<file path="src/instr_decode_params.svh">
// constants for the instruction field decoder and cycle timing
`ifndef INSTR_DECODE_PARAMS_SVH
`define INSTR_DECODE_PARAMS_SVH

// ============================================================
// instruction word layout
`define WORD_W 14
`define GRP_HI_POS 13
`define GRP_LO_POS 12
`define LONG_SEL_VAL 1'b0
`define REG_IDX_W 7
`define REG_IDX_HI 6
`define REG_IDX_LO 0
`define TARGET_POS 7
`define FLAG_POS_W 3
`define FLAG_POS_HI 9
`define FLAG_POS_LO 7
`define LIT_W 11
`define LIT_SHORT_W 8
`define LIT_SHORT_HI 7
`define LIT_LONG_HI 10
`define LIT_LO 0

// ============================================================
// timing
`define OSC_PERIOD_NS 10
`define OSC_PER_CYCLE 4
`define PHASE_W 2
`define PHASE_LAST 2'h3
`define PHASE_PRE_LAST 2'h2
`define QCLK_RISE_PRE 2'h1
`define QCLK_FALL_PRE 2'h3
`define PC_W_DEFAULT 11
`define PC_W_MAX 16

`endif

</file>
<file path="src/instr_decode_pkg_note_placeholder_do_not_use.sv">
// intentionally empty compilation unit
`timescale 1ns/100ps
`default_nettype none
`default_nettype wire

</file>
<file path="src/instr_decode_pkg.sv">
// shared types of the instruction field decoder
package instr_decode_pkg;

  // ============================================================
  // operation groups
  typedef enum logic [1:0] {
    GRP_BYTE,
    GRP_BIT,
    GRP_LITERAL
  } op_group_t;

  // ============================================================
  // execution slot of an instruction cycle
  typedef enum logic {
    ST_EXEC,
    ST_FLUSH
  } slot_t;

endpackage

</file>
<file path="src/decode_fields_if.sv">
// interface carrying an instruction word and its decoded fields
`timescale 1ns/100ps
`default_nettype none
`include "instr_decode_params.svh"

interface decode_fields_if;
  logic [`WORD_W-1:0] word;
  instr_decode_pkg::op_group_t group;
  logic [`REG_IDX_W-1:0] reg_index;
  logic result_target;
  logic [`FLAG_POS_W-1:0] flag_position;
  logic [`LIT_W-1:0] literal_value;
  logic long_literal;

  modport decoder (
    input word,
    output group,
    output reg_index,
    output result_target,
    output flag_position,
    output literal_value,
    output long_literal
  );

  modport user (
    output word,
    input group,
    input reg_index,
    input result_target,
    input flag_position,
    input literal_value,
    input long_literal
  );
endinterface

`default_nettype wire

</file>
<file path="src/field_decoder.sv">
// combinational split of an instruction word into group and operands
`timescale 1ns/100ps
`default_nettype none
`include "instr_decode_params.svh"

module field_decoder (
  decode_fields_if.decoder dec // word in, fields out
);
  // ============================================================
  // group select
  wire is_lit = dec.word[`GRP_HI_POS];
  wire is_bit = !is_lit && dec.word[`GRP_LO_POS];
  wire is_byte = !is_lit && !dec.word[`GRP_LO_POS];
  wire is_long = is_lit && (dec.word[`GRP_LO_POS] == `LONG_SEL_VAL);

  assign dec.group = is_lit ? instr_decode_pkg::GRP_LITERAL :
                     is_bit ? instr_decode_pkg::GRP_BIT :
                     instr_decode_pkg::GRP_BYTE;

  // ============================================================
  // operands; unused bits are never looked at
  assign dec.reg_index = is_lit ? {`REG_IDX_W{1'b0}} :
                         dec.word[`REG_IDX_HI:`REG_IDX_LO];
  assign dec.result_target = is_byte && dec.word[`TARGET_POS];
  assign dec.flag_position = is_bit ?
                             dec.word[`FLAG_POS_HI:`FLAG_POS_LO] :
                             {`FLAG_POS_W{1'b0}};
  assign dec.long_literal = is_long;
  assign dec.literal_value = !is_lit ? {`LIT_W{1'b0}} :
      is_long ? dec.word[`LIT_LONG_HI:`LIT_LO] :
      {{(`LIT_W-`LIT_SHORT_W){1'b0}}, dec.word[`LIT_SHORT_HI:`LIT_LO]};
endmodule

`default_nettype wire

</file>
<file path="src/cycle_phase_counter.sv">
// divider that splits each instruction cycle into oscillator periods
`timescale 1ns/100ps
`default_nettype none
`include "instr_decode_params.svh"

module cycle_phase_counter (
  input wire logic clk, // oscillator clock
  input wire logic srst, // synchronous reset
  output logic [`PHASE_W-1:0] phase, // current period of the cycle
  output logic cyc_last // last period of the cycle
);
  logic [`PHASE_W-1:0] phase_r;
  logic [`PHASE_W-1:0] phase_nxt;

  // ============================================================
  // wraps after the last period
  assign phase_nxt = (phase_r == `PHASE_LAST) ? {`PHASE_W{1'b0}} :
                     phase_r + {{(`PHASE_W-1){1'b0}}, 1'b1};
  assign phase = phase_r;
  assign cyc_last = (phase_r == `PHASE_LAST);

  always_ff @(posedge clk) begin
    if (srst) begin
      phase_r <= {`PHASE_W{1'b0}};
    end else begin
      phase_r <= phase_nxt;
    end
  end
endmodule

`default_nettype wire

</file>
<file path="src/instruction_field_decode_timing.sv">
// instruction fetch, field decode and cycle sequencing of the core
// Contract
// - every instruction is one 14-bit word: opcode part plus operand fields
// - each word falls into exactly one of byte, bit, literal groups
// - byte ops: target 0 writes accumulator, target 1 writes the register
// - register index is a 7-bit field addressing 0x00 to 0x7f
// - bit ops: flag position picks one bit of the indexed register
// - literal ops take an 8-bit or 11-bit constant per instruction
// - don't-care bits never change behaviour, whether 0 or 1
// - one cycle per instruction; taken test or pc change adds a no-op
// - an instruction cycle is exactly four oscillator periods
// - rc oscillator mode drives quarter-rate clock, period four periods
`timescale 1ns/100ps
`default_nettype none
`include "instr_decode_params.svh"

module instruction_field_decode_timing #(
  parameter int PC_W = `PC_W_DEFAULT
) (
  input wire logic clk, // oscillator clock, 100 MHz
  input wire logic srst, // synchronous reset, active high
  input wire logic resistor_capacitor_oscillator, // rc mode strap pin
  input wire logic [`WORD_W-1:0] instr_word, // program memory word
  input wire logic pc_load, // executing op changes the pc
  input wire logic [PC_W-1:0] pc_target, // new pc with pc_load
  input wire logic skip_taken, // executing op's test is true
  output logic fetch_req, // one-period fetch strobe
  output logic [PC_W-1:0] fetch_addr, // address being fetched
  output instr_decode_pkg::op_group_t op_group, // group of op
  output logic [`REG_IDX_W-1:0] reg_index, // register file index
  output logic result_target, // 0 accumulator, 1 register
  output logic [`FLAG_POS_W-1:0] flag_position, // bit within register
  output logic [`LIT_W-1:0] literal_value, // literal operand
  output logic long_literal, // literal is 11 bits wide
  output logic exec_valid, // a real op executes this cycle
  output logic acc_write, // accumulator write strobe
  output logic file_write, // register file write strobe
  output logic status_write, // status flag write strobe
  output logic [`PHASE_W-1:0] osc_phase, // period within the cycle
  output logic quarter_rate_clock_out // quarter-rate clock in rc mode
);
  // ============================================================
  // parameter check
  if (PC_W < 1 || PC_W > `PC_W_MAX) begin : g_bad_pc_w
    $error("PC_W out of range");
  end

  // ============================================================
  // cycle timing
  logic [`PHASE_W-1:0] phase_w;
  logic cyc_last;
  wire pre_last = (phase_w == `PHASE_PRE_LAST);

  cycle_phase_counter u_phase (
    .clk(clk),
    .srst(srst),
    .phase(phase_w),
    .cyc_last(cyc_last)
  );

  logic [`PHASE_W-1:0] osc_phase_r;
  always_ff @(posedge clk) begin
    if (srst) begin
      osc_phase_r <= {`PHASE_W{1'b0}};
    end else begin
      osc_phase_r <= (phase_w == `PHASE_LAST) ? {`PHASE_W{1'b0}} :
                     phase_w + {{(`PHASE_W-1){1'b0}}, 1'b1};
    end
  end
  assign osc_phase = osc_phase_r;

  // ============================================================
  // rc mode strap: three stages, accepted when the last two agree
  logic rc_s1_r;
  logic rc_s2_r;
  logic rc_s3_r;
  logic rc_mode_r;
  always_ff @(posedge clk) begin
    if (srst) begin
      rc_s1_r <= 1'b0;
      rc_s2_r <= 1'b0;
      rc_s3_r <= 1'b0;
      rc_mode_r <= 1'b0;
    end else begin
      rc_s1_r <= resistor_capacitor_oscillator;
      rc_s2_r <= rc_s1_r;
      rc_s3_r <= rc_s2_r;
      if (rc_s2_r == rc_s3_r) begin
        rc_mode_r <= rc_s3_r;
      end
    end
  end

  // ============================================================
  // quarter-rate clock: high in the last two periods of each cycle
  logic qclk_r;
  logic qclk_nxt;
  always_comb begin
    qclk_nxt = qclk_r;
    if (!rc_mode_r) begin
      qclk_nxt = 1'b0;
    end else if (phase_w == `QCLK_RISE_PRE) begin
      qclk_nxt = 1'b1;
    end else if (phase_w == `QCLK_FALL_PRE) begin
      qclk_nxt = 1'b0;
    end
  end
  always_ff @(posedge clk) begin
    if (srst) begin
      qclk_r <= 1'b0;
    end else begin
      qclk_r <= qclk_nxt;
    end
  end
  assign quarter_rate_clock_out = qclk_r;

  // ============================================================
  // field decode of the word arriving from program memory
  decode_fields_if dec_if ();
  assign dec_if.word = instr_word;
  field_decoder u_dec (
    .dec(dec_if.decoder)
  );

  // ============================================================
  // execution slot and fetch sequencing
  instr_decode_pkg::slot_t slot_r;
  instr_decode_pkg::slot_t slot_nxt;
  wire executing = (slot_r == instr_decode_pkg::ST_EXEC);
  // a redirect is only honoured from a real op, never from the no-op
  wire redirect = executing && (pc_load || skip_taken);
  wire jump = executing && pc_load;

  assign slot_nxt = redirect ? instr_decode_pkg::ST_FLUSH :
                    instr_decode_pkg::ST_EXEC;

  logic fetch_req_r;
  logic [PC_W-1:0] fetch_addr_r;
  logic [PC_W-1:0] fetch_addr_nxt;
  assign fetch_addr_nxt = jump ? pc_target :
                          fetch_addr_r + PC_W'(1'b1);

  // first fetch of address zero is issued straight out of reset
  always_ff @(posedge clk) begin
    if (srst) begin
      slot_r <= instr_decode_pkg::ST_FLUSH;
      fetch_req_r <= 1'b1;
      fetch_addr_r <= {PC_W{1'b0}};
    end else if (cyc_last) begin
      slot_r <= slot_nxt;
      fetch_req_r <= 1'b1;
      fetch_addr_r <= fetch_addr_nxt;
    end else begin
      fetch_req_r <= 1'b0;
    end
  end
  assign fetch_req = fetch_req_r;
  assign fetch_addr = fetch_addr_r;

  // ============================================================
  // operand registers, loaded from the word at the end of the cycle
  instr_decode_pkg::op_group_t group_r;
  logic [`REG_IDX_W-1:0] reg_index_r;
  logic target_r;
  logic [`FLAG_POS_W-1:0] flag_pos_r;
  logic [`LIT_W-1:0] literal_r;
  logic long_lit_r;
  logic exec_valid_r;
  always_ff @(posedge clk) begin
    if (srst) begin
      group_r <= instr_decode_pkg::GRP_BYTE;
      reg_index_r <= {`REG_IDX_W{1'b0}};
      target_r <= 1'b0;
      flag_pos_r <= {`FLAG_POS_W{1'b0}};
      literal_r <= {`LIT_W{1'b0}};
      long_lit_r <= 1'b0;
      exec_valid_r <= 1'b0;
    end else if (cyc_last) begin
      group_r <= dec_if.group;
      reg_index_r <= dec_if.reg_index;
      target_r <= dec_if.result_target;
      flag_pos_r <= dec_if.flag_position;
      literal_r <= dec_if.literal_value;
      long_lit_r <= dec_if.long_literal;
      exec_valid_r <= !redirect;
    end
  end
  assign op_group = group_r;
  assign reg_index = reg_index_r;
  assign result_target = target_r;
  assign flag_position = flag_pos_r;
  assign literal_value = literal_r;
  assign long_literal = long_lit_r;
  assign exec_valid = exec_valid_r;

  // ============================================================
  // write strobes in the last period of an executing cycle
  wire is_byte = (group_r == instr_decode_pkg::GRP_BYTE);
  wire is_bit = (group_r == instr_decode_pkg::GRP_BIT);
  wire is_short_lit = (group_r == instr_decode_pkg::GRP_LITERAL) &&
                      !long_lit_r;
  wire wr_slot = pre_last && exec_valid_r;
  wire acc_wr_nxt = wr_slot && ((is_byte && !target_r) || is_short_lit);
  wire file_wr_nxt = wr_slot && ((is_byte && target_r) || is_bit);
  wire stat_wr_nxt = wr_slot && (is_byte || is_short_lit);

  logic acc_write_r;
  logic file_write_r;
  logic status_write_r;
  always_ff @(posedge clk) begin
    if (srst) begin
      acc_write_r <= 1'b0;
      file_write_r <= 1'b0;
      status_write_r <= 1'b0;
    end else begin
      acc_write_r <= acc_wr_nxt;
      file_write_r <= file_wr_nxt;
      status_write_r <= stat_wr_nxt;
    end
  end
  assign acc_write = acc_write_r;
  assign file_write = file_write_r;
  assign status_write = status_write_r;
endmodule

`default_nettype wire

</file>
<file path="config.mk">
export PLATFORM = sky130hd
export DESIGN_NAME = instruction_field_decode_timing
export DESIGN_NICKNAME = d
export VERILOG_FILES = /design/src/instr_decode_pkg_note_placeholder_do_not_use.sv /design/src/instr_decode_pkg.sv /design/src/decode_fields_if.sv /design/src/field_decoder.sv /design/src/cycle_phase_counter.sv /design/src/instruction_field_decode_timing.sv
export VERILOG_INCLUDE_DIRS = /design/src
export SDC_FILE = /design/constraint.sdc
export NUM_CORES = 1
export LEC_CHECK = 0
export ABC_CLOCK_PERIOD_IN_PS = 1550
export BUFFER_PORTS_ARGS = -buffer_cell sky130_fd_sc_hd__buf_4
export CAP_MARGIN = 20
export CORE_ASPECT_RATIO = 0.8
export CORE_MARGIN = 3
export CORE_UTILIZATION = 49
export CTS_BUF_LIST = sky130_fd_sc_hd__clkbuf_4 sky130_fd_sc_hd__clkbuf_8 sky130_fd_sc_hd__clkbuf_16
export DETAILED_ROUTE_END_ITERATION = 8
export PLACE_DENSITY = 0.79
export SYNTH_ARGS = -nofsm -noshare
export SYNTH_HDL_FRONTEND = slang
export SYNTH_SLANG_ARGS = --single-unit
</file>
<file path="constraint.sdc">
create_clock -name clk -period 1.55 [get_ports clk]
set_input_delay 0.0775 -clock clk [delete_from_list [all_inputs] [get_ports clk]]
set_output_delay 0.0775 -clock clk [all_outputs]
set_load 0.01 [all_outputs]
</file>
# Yosys cells after proc, flatten, opt, wreduce, memory -nomap -nowiden
# Cells that the tools add are included.
# word_totals
regBits	49
inputBits	30
output_inout_bits	44
word_cells	67
# op_classes
add_sub_neg	2
eq_ne	6
muxes	11
bitwise_logic	3
n_reduce_logical	26
# op_table
op	n
$mux W11	3
$logic_and A1 B1 Y1	13
$add A11 B1 Y11 const B	1
$mux W7	1
$eq A2 B2 Y1 const B	3
$logic_not A1 Y1	5
$mux W1	5
$eq A2 B1 Y1 const B	2
$logic_or A1 B1 Y1	4
$reduce_or A2 Y1	2
$mux W3	1
$not A1 Y1	3
$add A2 B1 Y2 const B	1
$logic_not A2 Y1	1
$mux W2	1
$reduce_bool A2 Y1	1
$eq A1 B1 Y1	1

# Depth between registers and ports, before layout
# Gate-level depths: netlist of the first run.
# logic_depth
word_depth	4
mapped_depth	6
ltp_nobuf	5

# Hierarchy
# From an unflattened synthesis of the first run, not the netlist that was laid out.
# hier_totals
cells_unflattened	247
area_unflattened_um2	2258.4
# by_module_without_submodules
module	n_inst	cells_each	area_each_um2	seq_area_each_um2
instruction_field_decode_timing	1	215	1990.7	980.9
field_decoder	1	27	192.7	0.0
cycle_phase_counter	1	5	75.1	40.0

# Least setup slack after synthesis of the first run
# OpenSTA, ideal clock, no wires.
# synth_path
kind	register to register
startpoint	register fetch_addr_r[0] (netlist: fetch_addr[0])
endpoint	register fetch_addr_r[10] (netlist: fetch_addr[10])
setup_time_ns	0.134
arrival_ns	1.282
required_ns	1.416
setup_slack_ns	0.134
path_stages_with_launch	6
path_buffers	0
period_less_slack_ns	1.416
path_cell_list	dfxtp_1 -> ha_1 -> and4_2 -> nand3_1 -> nor3_1 -> nor4_2
# synth_via
elab_chain_len	2
# synth_rtl
element	line	text
start, declared	instruction_field_decode_timing.sv:138	logic [PC_W-1:0] fetch_addr_r;
start signal, assigned	instruction_field_decode_timing.sv:148	fetch_addr_r <= {PC_W{1'b0}};
start signal, assigned	instruction_field_decode_timing.sv:152	fetch_addr_r <= fetch_addr_nxt;
$add A11 B1 Y11	instruction_field_decode_timing.sv:141	fetch_addr_r + PC_W'(1'b1);
$mux W11	instruction_field_decode_timing.sv:140	assign fetch_addr_nxt = jump ? pc_target :
# Every way passes these cells.
# A chain may end at the register's enable or synchronous reset.

# Worst setup path in the final report of the first run
# layout_path
startpoint	register u_phase.phase_r[1] (netlist: u_phase.phase[1])
endpoint	register fetch_addr_r[9] (netlist: fetch_addr[9])
# layout_via
elab_chain_len	1
# layout_rtl
element	line	text
start, declared	cycle_phase_counter.sv:12	logic [`PHASE_W-1:0] phase_r;
start signal, assigned	cycle_phase_counter.sv:24	phase_r <= {`PHASE_W{1'b0}};
start signal, assigned	cycle_phase_counter.sv:26	phase_r <= phase_nxt;
$eq A2 B2 Y1 (no source line)	--	
via cyc_last	instruction_field_decode_timing.sv:51	logic cyc_last;
# The timed path passes the listed nets, and every way through them passes these cells.

==> metrics, run 1 <==
status completed; starting density of the core 52.35%; dpl hpwl 3445 microns; root buf cell clkbuf_8; Compound-Gate Fraction of Synth Area 19.35%; vias in the first global route 1,794; layout cell share with drive strength beyond 1 34.54%; simple logic cell fraction of the synthesized area approximately a quarter; slew margin rel. about 75%; most frequent cells in the layout buf_4 (79), dfxtp_1 (47), nor2_1 (29), a21oi_1 (18), nand2_1 (17); combinational family with the most area after synthesis simple AND/OR/NAND/NOR gates; XOR/XNOR Fraction of Synth Area 0%; minimum clock period 1398 ps; Initial DRT Pass Iterations 4; initial drt markers roughly 140; Worst Skew ~2.8 ps; CTS tree done; Pwr Total between 2000 and 3000 uW; VDD IR max approximately 0.69 mV; worst skew pair latency 300 ps; H-tree Lvls 2; # setup viols final 0; Clock transition at path regs 80 ps; Worst Path Arrival between 1500 and 2000 ps; worst reg2reg endpoint fetch_addr[9]$_SDFFE_PP0P_; Synth Flop Type dfxtp_1; Worst Tran Pin Value 373.6 ps; hold depth 3; Critical Path Sink Type register; syn avg cell area between 8 and 9 sq um; R2R setup slack approximately 150 ps; largest net degree at the start of global routing 30; Inst Count DP 350; # port buffers 72; Post-Syn Area approximately 2000 sq um; number of primary I/O pins 74; DR WL/cell roughly 14 microns; RR Startpoint u_phase.phase[1]$_SDFF_PP0_; number of synthesized flops with an enable pin 0; post-CTS setup buffers 0; synthesized flop and latch total 49; worst min-delay path class in -> reg; Period Utilization, post-route approximately 90%; Reg area ~980 sq um; Max-Cap Viols 0; Reg2Reg Depth 6; Die X around 78 microns; global-route wire length before repair between 7000 and 8000 microns; post-synthesis mux area share less than 1%; Final Worst Setup Slack between 150 and 200 ps; ys async rst share 0%; row count 20; Synth Net Count ~260; Critical Path Source u_phase.phase[1]$_SDFF_PP0_; area of the die between 4000 and 5000 sq um; CTS Buffer Depth 2; CTS Sinks 49; Finished Cell Area 2784 sq um; gpl congestion 0.8358; Setup crit start kind register; # diodes 0; fin. max-slew vios 0; Vias per Instance between 5 and 6; DRT Wirelength ~4900 microns; Post-Place Worst Slack about 100 ps; multi-input logic area 967.2 sq um; DRC errors left 0; Layout Nets 337; Worst Hold End reg_index[2]$_SDFFE_PP0P_; yosys warns 0; P&R area growth vs syn 37.09%; cell area power density just over 900 nW/um^2; most common cell after layout, fill and taps aside buf_4; post-route ant nets 0; WHS between 20 and 25 ps; initial antenna violation count 0; total core area between 3000 and 4000 sq um; hold violation count in the final report 0; Seq/Total Area, Yosys between 40% and 50%; Vias ~1,900; Area after DPL around 2600 sq um; Gate Count Post-Synth 229; post-route non-filler standard cell count between 300 and 400; CTS Buf Count 5; Max Freq about 720 MHz; grt ovf 0; All-Layer GR Usage between 10% and 20%; Crit path required time between 1500 and 2000 ps; worst-path maximum fanout 9; hold_sp instr_word[2]; Adder-Cell Fraction of Synth Area approximately 2.5%; fillcell total 296; Unique masters post-synth 42; Setup CP Type reg -> reg; Die Ht ~64 microns; Leakage roughly 0.0011 uW
through the flow:
| step | utilization [%] | TNS (ps) |
|---|---|---|
| 6_report | 71.77 | 0 |
| 5_1_grt | 71.77 | -0.2704 |
| 4_1_cts | 71.10 | 0 |
| 3_5_place_dp | 67.74 | 0 |
| 3_3_place_gp | 67.74 | 0 |
| 2_1_floorplan | - | 0 |
cell families after synthesis:
family | count (synthesis)
flip-flops | 49
AO/OA/AOI/OAI | 59
multiplexers | 2
adder cells (fa/ha/maj) | 4
buffers and inverters | 22
AND/OR/NAND/NOR | 93
cell usage after synthesis (2+ instances only):
master	number	area, sq um
mux2i_1	2	20.02
nor2_1	30	112.6
clkbuf_1	5	18.77
a211oi_1	4	30.03
dfxtp_1	49	980.9
or2_2	2	12.51
nand4_1	2	12.51
nand3_1	10	50.05
a22oi_1	15	112.6
and2_1	5	31.28
nor4_1	2	12.51
nor3_1	9	45.04
ha_1	4	50.05
nor2b_1	5	31.28
o41ai_2	2	32.53
o21ai_0	11	55.05
inv_1	8	30.03
nand2_1	17	63.81
buf_2	7	35.03
a21oi_1	18	90.09
cell type report:
class,instances,share of cell area [%]
inverter,8,1.079
clock buffer,7,3.236
multi-input combinational,158,34.74
sequential,49,35.33
timing repair buffer,81,22.07
clock inverter,1,1.079
tap,55,2.472
where the power goes:
part	internal (uW)	switching, uW	leakage (uW)
logic	147	151	0.000672
registers	1290	26.6	0.000397
clock network	543	397	0.0000619
total	1980	574	0.00113
routing by layer:
metal / share of wire, % / vias up / routed length [microns] / track usage, %
met1: 45 / 897 / 2206 / 25.62
met3: 6.9 / 5 / 338 / 5.000
met5: 0 / - / 0 / 0
met2: 47 / 58 / 2325 / 32.37
met4: 0.86 / 0 / 42 / 6.114
li1: - / 951 / - / -
registers in the layout (all words and copies together) (netlist names), 2 cells and up:
name,cells
literal_value,11
op_group,2
u_phase.phase,2
reg_index,7
flag_position,3
fetch_addr,11
worst max-delay path by stage:
stage	end	slack, ps	cells after the start
2_1_floorplan	fetch_addr[10]$_SDFFE_PP0P_	130	5
3_3_place_gp	result_target$_SDFFE_PP0P_	140	5
3_5_place_dp	literal_value[3]$_SDFFE_PP0P_	100	5
4_1_cts	reg_index[6]$_SDFFE_PP0P_	40	5
5_1_grt	fetch_addr[9]$_SDFFE_PP0P_	-0.3	6
6_report	fetch_addr[9]$_SDFFE_PP0P_	150	6
repair_timing:
action / CTS / global route
resized for setup: 0 / 7
hold buffers: 1 / 0
endpoints found under the hold margin: 1 / 0
setup endpoints to repair: 0 / 10
worst max-delay path: stages, from the launching register on:
cell      delay [ps]
dfxtp_2          380
ha_4             150
buf_6            130
nand4_1          120
nor3_2           180
a211oi_1          70
nor4_1           280
Power figures use the tool's default switching activity.
==> inputs of run 2 (changes only) <==
SETUP_SLACK_MARGIN = 0.2   (was default)
==> run 2 against run 1 <==
  * Cell count up 0.28%
  * Worst setup slack better by 110 ps
  * Utilization up 1.9 points
  * Clock skew up 1.6 ps
  * Largest cell class is now multi-input gates
  * Sequential share of layout area down 0.065 points
  * Die area unchanged
  * Wire length up 4.9%
  * Critical endpoint unchanged
  * Non-clock buffer count up 2
  * Clock power down 8.5%
  * Combinational power about the same
  * Clock-buffer cell count down 2
  * Largest power group unchanged
  * Power down 3.2%
==> metrics, run 2 (synthesized netlist as in run 1, its figures left out) <==
post-route ant nets 0; DR WL/cell 14.31 microns; CTS Buf Count 5; worst reg2reg endpoint fetch_addr[9]$_SDFFE_PP0P_; Initial DRT Pass Iterations 5; vias in the first global route ~1,900; Worst Hold End literal_value[2]$_SDFFE_PP0P_; All-Layer GR Usage about a fifth; Die Ht around 64 microns; Total Neg Setup Slack 0 ps; slew margin rel. 73.36%; RR Startpoint fetch_addr[1]$_SDFFE_PP0P_; R2R setup slack about 260 ps; root buf cell clkbuf_8; VDD IR max between 0.6 and 0.7 mV; Vias approximately 2,000; minimum clock period about 1300 ps; Final Worst Setup Slack approximately 260 ps; # port buffers between 70 and 80; Reg2Reg Depth 5; worst min-delay path class in -> reg; layout cell share with drive strength beyond 1 between 30% and 40%; Max Freq between 700 and 800 MHz; CTS tree done; Worst Path Arrival about 1500 ps; row count 20; dpl hpwl 3606 microns; cell area power density 866.7 nW/um^2; unrepaired setup endpoints after global routing false; utilization of the core after routing between 70% and 80%; starting density of the core 52.35%; area of the die between 4000 and 5000 sq um; status completed; Post-Place Worst Slack between 50 and 60 ps; largest net degree at the start of global routing 30; hold violation count in the final report 0; Layout Nets around 340; Worst Skew around 4.3 ps; Crit path required time 1730 ps; initial drt markers 159; DRC errors left 0; number of primary I/O pins 74; DRT Wirelength 5152 microns; Leakage 0.001137 uW; fillcell total slightly below 300; H-tree Lvls 2; global-route wire length before repair approximately 8400 microns; initial antenna violation count 0; hold_sp instr_word[2]; Clock transition at path regs 80 ps; P&R area growth vs syn 40.67%; CTS Buffer Depth 2; most common cell after layout, fill and taps aside buf_4; # setup viols final 0; worst-path maximum fanout 5; most frequent cells in the layout buf_4 (82), dfxtp_1 (38), nor2_1 (29), a21oi_1 (18), nand2_1 (17); # diodes 0; Worst Tran Pin Value between 300 and 400 ps; grt ovf 0; Period Utilization, post-route ~83%; Setup crit start kind register; Critical Path Sink Type register; hold depth 3; Max-Cap Viols 0; Vias per Instance 5.439; gpl congestion roughly 0.93; fin. max-slew vios 0; worst skew pair latency ~290 ps; Setup CP Type reg -> reg; CTS Sinks 49; Die X between 70 and 80 microns; total core area between 3000 and 4000 sq um
[run 2: changes by cell type in the layout (fill, tap and decap cells not counted), moves of 2 or more]
cell     change
buf_4        +3
dfxtp_2      +4
dfxtp_1      -9
dfxtp_4      +5
nand3_4      +2
[run 2: cell type report]
| cell class | instances | area, sq um | area share (%) |
|---|---|---|---|
| clock buffer | 5 | 68.82 | 2.409 |
| clock inverter | 2 | 35.03 | 1.226 |
| inverter | 8 | 30.03 | 1.051 |
| multi-input combinational | 158 | 1021 | 35.74 |
| sequential | 49 | 1007 | 35.26 |
| tap | 55 | 68.82 | 2.409 |
| timing repair buffer | 83 | 625.6 | 21.90 |
[run 2: how the worst max path moves through the flow]
stage | startpoint | end | cells after the start
finish | fetch_addr[1]$_SDFFE_PP0P_ | fetch_addr[9]$_SDFFE_PP0P_ | 5
CTS | fetch_addr[0]$_SDFFE_PP0P_ | fetch_addr[8]$_SDFFE_PP0P_ | 5
global placement | u_phase.phase[1]$_SDFF_PP0_ | result_target$_SDFFE_PP0P_ | 5
global route | fetch_addr[1]$_SDFFE_PP0P_ | fetch_addr[9]$_SDFFE_PP0P_ | 5
floorplan | u_phase.phase[1]$_SDFF_PP0_ | literal_value[7]$_SDFFE_PP0P_ | 6
detailed placement | u_phase.phase[1]$_SDFF_PP0_ | result_target$_SDFFE_PP0P_ | 5
[run 2: critical path, stage by stage, from the launching register on]
cell     delay (ps)
dfxtp_2         360
buf_4           140
nand3_1         140
or2_1           260
nor3_1          220
nor4_1           70
[run 2: routing by layer]
metal	up-vias	routed length (microns)	global-route usage [%]
li1	951	-	-
met1	920	2210	26.33
met2	80	2458	33.55
met3	7	412	6.000
met4	0	70	8.734
met5	-	0	0
[run 2: where the power goes]
part / leakage [uW] / internal (uW) / switching [uW] / total [uW]
Clock: 0.0000540 / 469 / 391 / 860
Sequential: 0.000403 / 1290 / 31.5 / 1320
Combinational: 0.000679 / 147 / 150 / 297
Total: 0.00114 / 1900 / 572 / 2480
[run 2: per-stage QoR]
| step | total power, uW | instance area [sq um] | hold WS (ps) | cells |
|---|---|---|---|---|
| after floorplan | 1489 | 2037 | 205.7 | 229 |
| after global placement | 1626 | 2619 | 294.7 | 348 |
| after detailed placement | 1631 | 2619 | 298.4 | 348 |
| after CTS | 2489 | 2763 | 17.04 | 356 |
| after global routing | 2583 | 2856 | 31.49 | 360 |
| final | 2476 | 2856 | 20.39 | 360 |
[run 2: repair_timing]
action / in CTS / in global routing
setup endpoints to repair: 13 / 24
buffers inserted: 0 / 4
resized for setup: 7 / 19
hold buffers: 1 / 0
hold endpoints to repair: 1 / 0
pin swaps: 1 / 6
==> inputs of run 3 (changes only) <==
ABC_CLOCK_PERIOD_IN_PS = 1100   (was 1550)
CORE_UTILIZATION = 44   (was 49)
PLACE_DENSITY = 0.75   (was 0.79)
clock period = 1.1 ns   (was 1.55 ns; I/O delays follow)
==> run 3 against run 2 <==
  * The run now ends with setup timing left
  * Largest power group unchanged
  * Combinational power is 130% higher
  * Sequential cell count unchanged
  * Largest cell class unchanged
  * Sequential share of layout area fell by 7.0 points
  * Clock skew increased by 0.53 ps
  * Final area up 28%
  * Register-to-register slack worse by 510 ps
  * Clock power up 48%
  * Critical path type unchanged
  * Highest routed layer unchanged
  * First-iteration DRC count decreased by 46%
  * Critical endpoint is now literal_value[6]$_SDFFE_PP0P_
  * Via count rose by 10%
==> metrics, run 3 (synthesized netlist as in run 1, its figures left out) <==
root buf cell clkbuf_8; Max Freq ~740 MHz; CTS Sinks just under 50; CTS Buf Count 5; Setup CP Type reg -> reg; Worst Path Arrival around 1500 ps; worst-path maximum fanout 8; total core area between 4000 and 5000 sq um; most frequent cells in the layout buf_4 (87), dfxtp_1 (29), buf_6 (27), nor2_1 (25), nand2_1 (16); hold violation count in the final report 0; post-route ant nets 0; Vias between 2,000 and 2,500; failing checks setup timing; P&R area growth vs syn 79.85%; # diodes 0; unrepaired setup endpoints after global routing true; fin. max-slew vios 0; Critical Path Sink Type register; Max-Cap Viols 0; Area after DPL 2985 sq um; starting density of the core a little under half; Period Utilization, post-route 122.4%; DRC errors left 0; All-Layer GR Usage roughly a quarter; Vias per Instance roughly 5.3; worst skew pair latency ~300 ps; vias in the first global route around 2,100; Setup crit start kind register; hold depth 3; dpl hpwl 4069 microns; # setup viols final 42; grt ovf 0; H-tree Lvls 2; Finished Cell Area ~3700 sq um; worst reg2reg endpoint literal_value[6]$_SDFFE_PP0P_; Critical Path Source u_phase.phase[0]$_SDFF_PP0_; Crit path required time 1290 ps; global-route wire length before repair 9908 microns; DR WL/cell 16.30 microns; CTS tree done; Leakage between 0.001 and 0.0015 uW; Final Worst Setup Slack -246.4 ps; CTS Buffer Depth 2; slew margin rel. 78.95%; Initial DRT Pass Iterations 4; row count 21; most common cell after layout, fill and taps aside buf_4; RR Startpoint u_phase.phase[0]$_SDFF_PP0_; cell area power density 1046 nW/um^2; minimum clock period approximately 1300 ps; # port buffers 72; Layout Nets 383; Worst Tran Pin Value 315.1 ps; initial antenna violation count 0; area of the die 5472 sq um; Die X around 80 microns; gpl congestion around 0.87; layout cell share with drive strength beyond 1 60.86%; post-route non-filler standard cell count 407; DRT Wirelength 6635 microns; Clock transition at path regs 90 ps; R2R setup slack -250 ps; Inst Count DP around 380; number of primary I/O pins 74; status finished with violations; Reg2Reg Depth 6; initial drt markers between 80 and 90; worst min-delay path class in -> reg; Worst Skew 4.845 ps; Die Ht 66.77 microns; VDD IR max 0.8086 mV; Critical Path Sink literal_value[6]$_SDFFE_PP0P_; largest net degree at the start of global routing 21
run 3: cell types whose count changed in the layout (fill, tap and decap cells not counted), sizes merged:
cell	delta
buf	+39
dlygate4sd3	+4
clkbuf	+3
and2	+1
bufinv	-1
inv	-1
run 3: layer usage:
metal / vias up / part of all wire [%] / global-route usage [%]
li1: 1049 / - / -
met1: 1044 / 44 / 30.11
met2: 55 / 49 / 40.12
met3: 13 / 4.6 / 4.730
met4: 0 / 2.5 / 8.091
met5: - / 0 / 0
run 3: cell type report:
type | instances | area, sq um
Fill cell | 241 | 656.9
Sequential cell | 49 | 1033
Tap cell | 57 | 71.32
Inverter | 8 | 45.04
Timing Repair Buffer | 126 | 1140
Clock buffer | 8 | 115.1
Multi-Input combinational cell | 159 | 1247
run 3: metrics by stage:
step                      setup slack (ps)  power [uW]  setup TNS (ps)  util [%]  hold WS (ps)
after floorplan                     -80.09        2159           -1236         -         183.2
after global placement              -137.2        2394           -1690     69.28         267.8
after detailed placement            -162.2        2410           -2329     69.28         271.7
after CTS                           -157.1        3757           -2232     79.99         7.634
after global routing                -313.3        3972           -8586     84.76         31.49
final                               -246.4        3819           -6725     84.76         8.959
run 3: timing repair:
| item | CTS | global route |
|---|---|---|
| cloned | 2 | 0 |
| resized for setup | 58 | 34 |
| hold buffers | 5 | 0 |
| pin swaps | 28 | 22 |
| hold endpoints to repair | 6 | 0 |
| setup endpoints to repair | 58 | 64 |
| buffers inserted | 4 | 12 |
run 3: where the power goes:
part	switching (uW)	internal, uW	leakage (uW)	total, uW
Combinational	317	381	0.000996	697
Sequential	45.6	1810	0.000409	1850
Clock	594	675	0.0000601	1270
run 3: critical path, cell delays in order, from the launching register on:
cell,delay (ps)
dfxtp_4,370
ha_4,170
buf_4,170
buf_8,140
and2_4,160
a22oi_2,160
nor2_1,70
run 3: worst min path at each step:
| stage | start | to | slack, ps |
|---|---|---|---|
| global route | pc_target[1] | fetch_addr[1]$_SDFFE_PP0P_ | 30 |
| CTS | instr_word[5] | reg_index[5]$_SDFFE_PP0P_ | 8 |
| finish | pc_target[1] | fetch_addr[1]$_SDFFE_PP0P_ | 9 |
| floorplan | resistor_capacitor_oscillator | rc_s1_r$_SDFF_PP0_ | 180 |
| detailed placement | resistor_capacitor_oscillator | rc_s1_r$_SDFF_PP0_ | 270 |
| global placement | resistor_capacitor_oscillator | rc_s1_r$_SDFF_PP0_ | 270 |
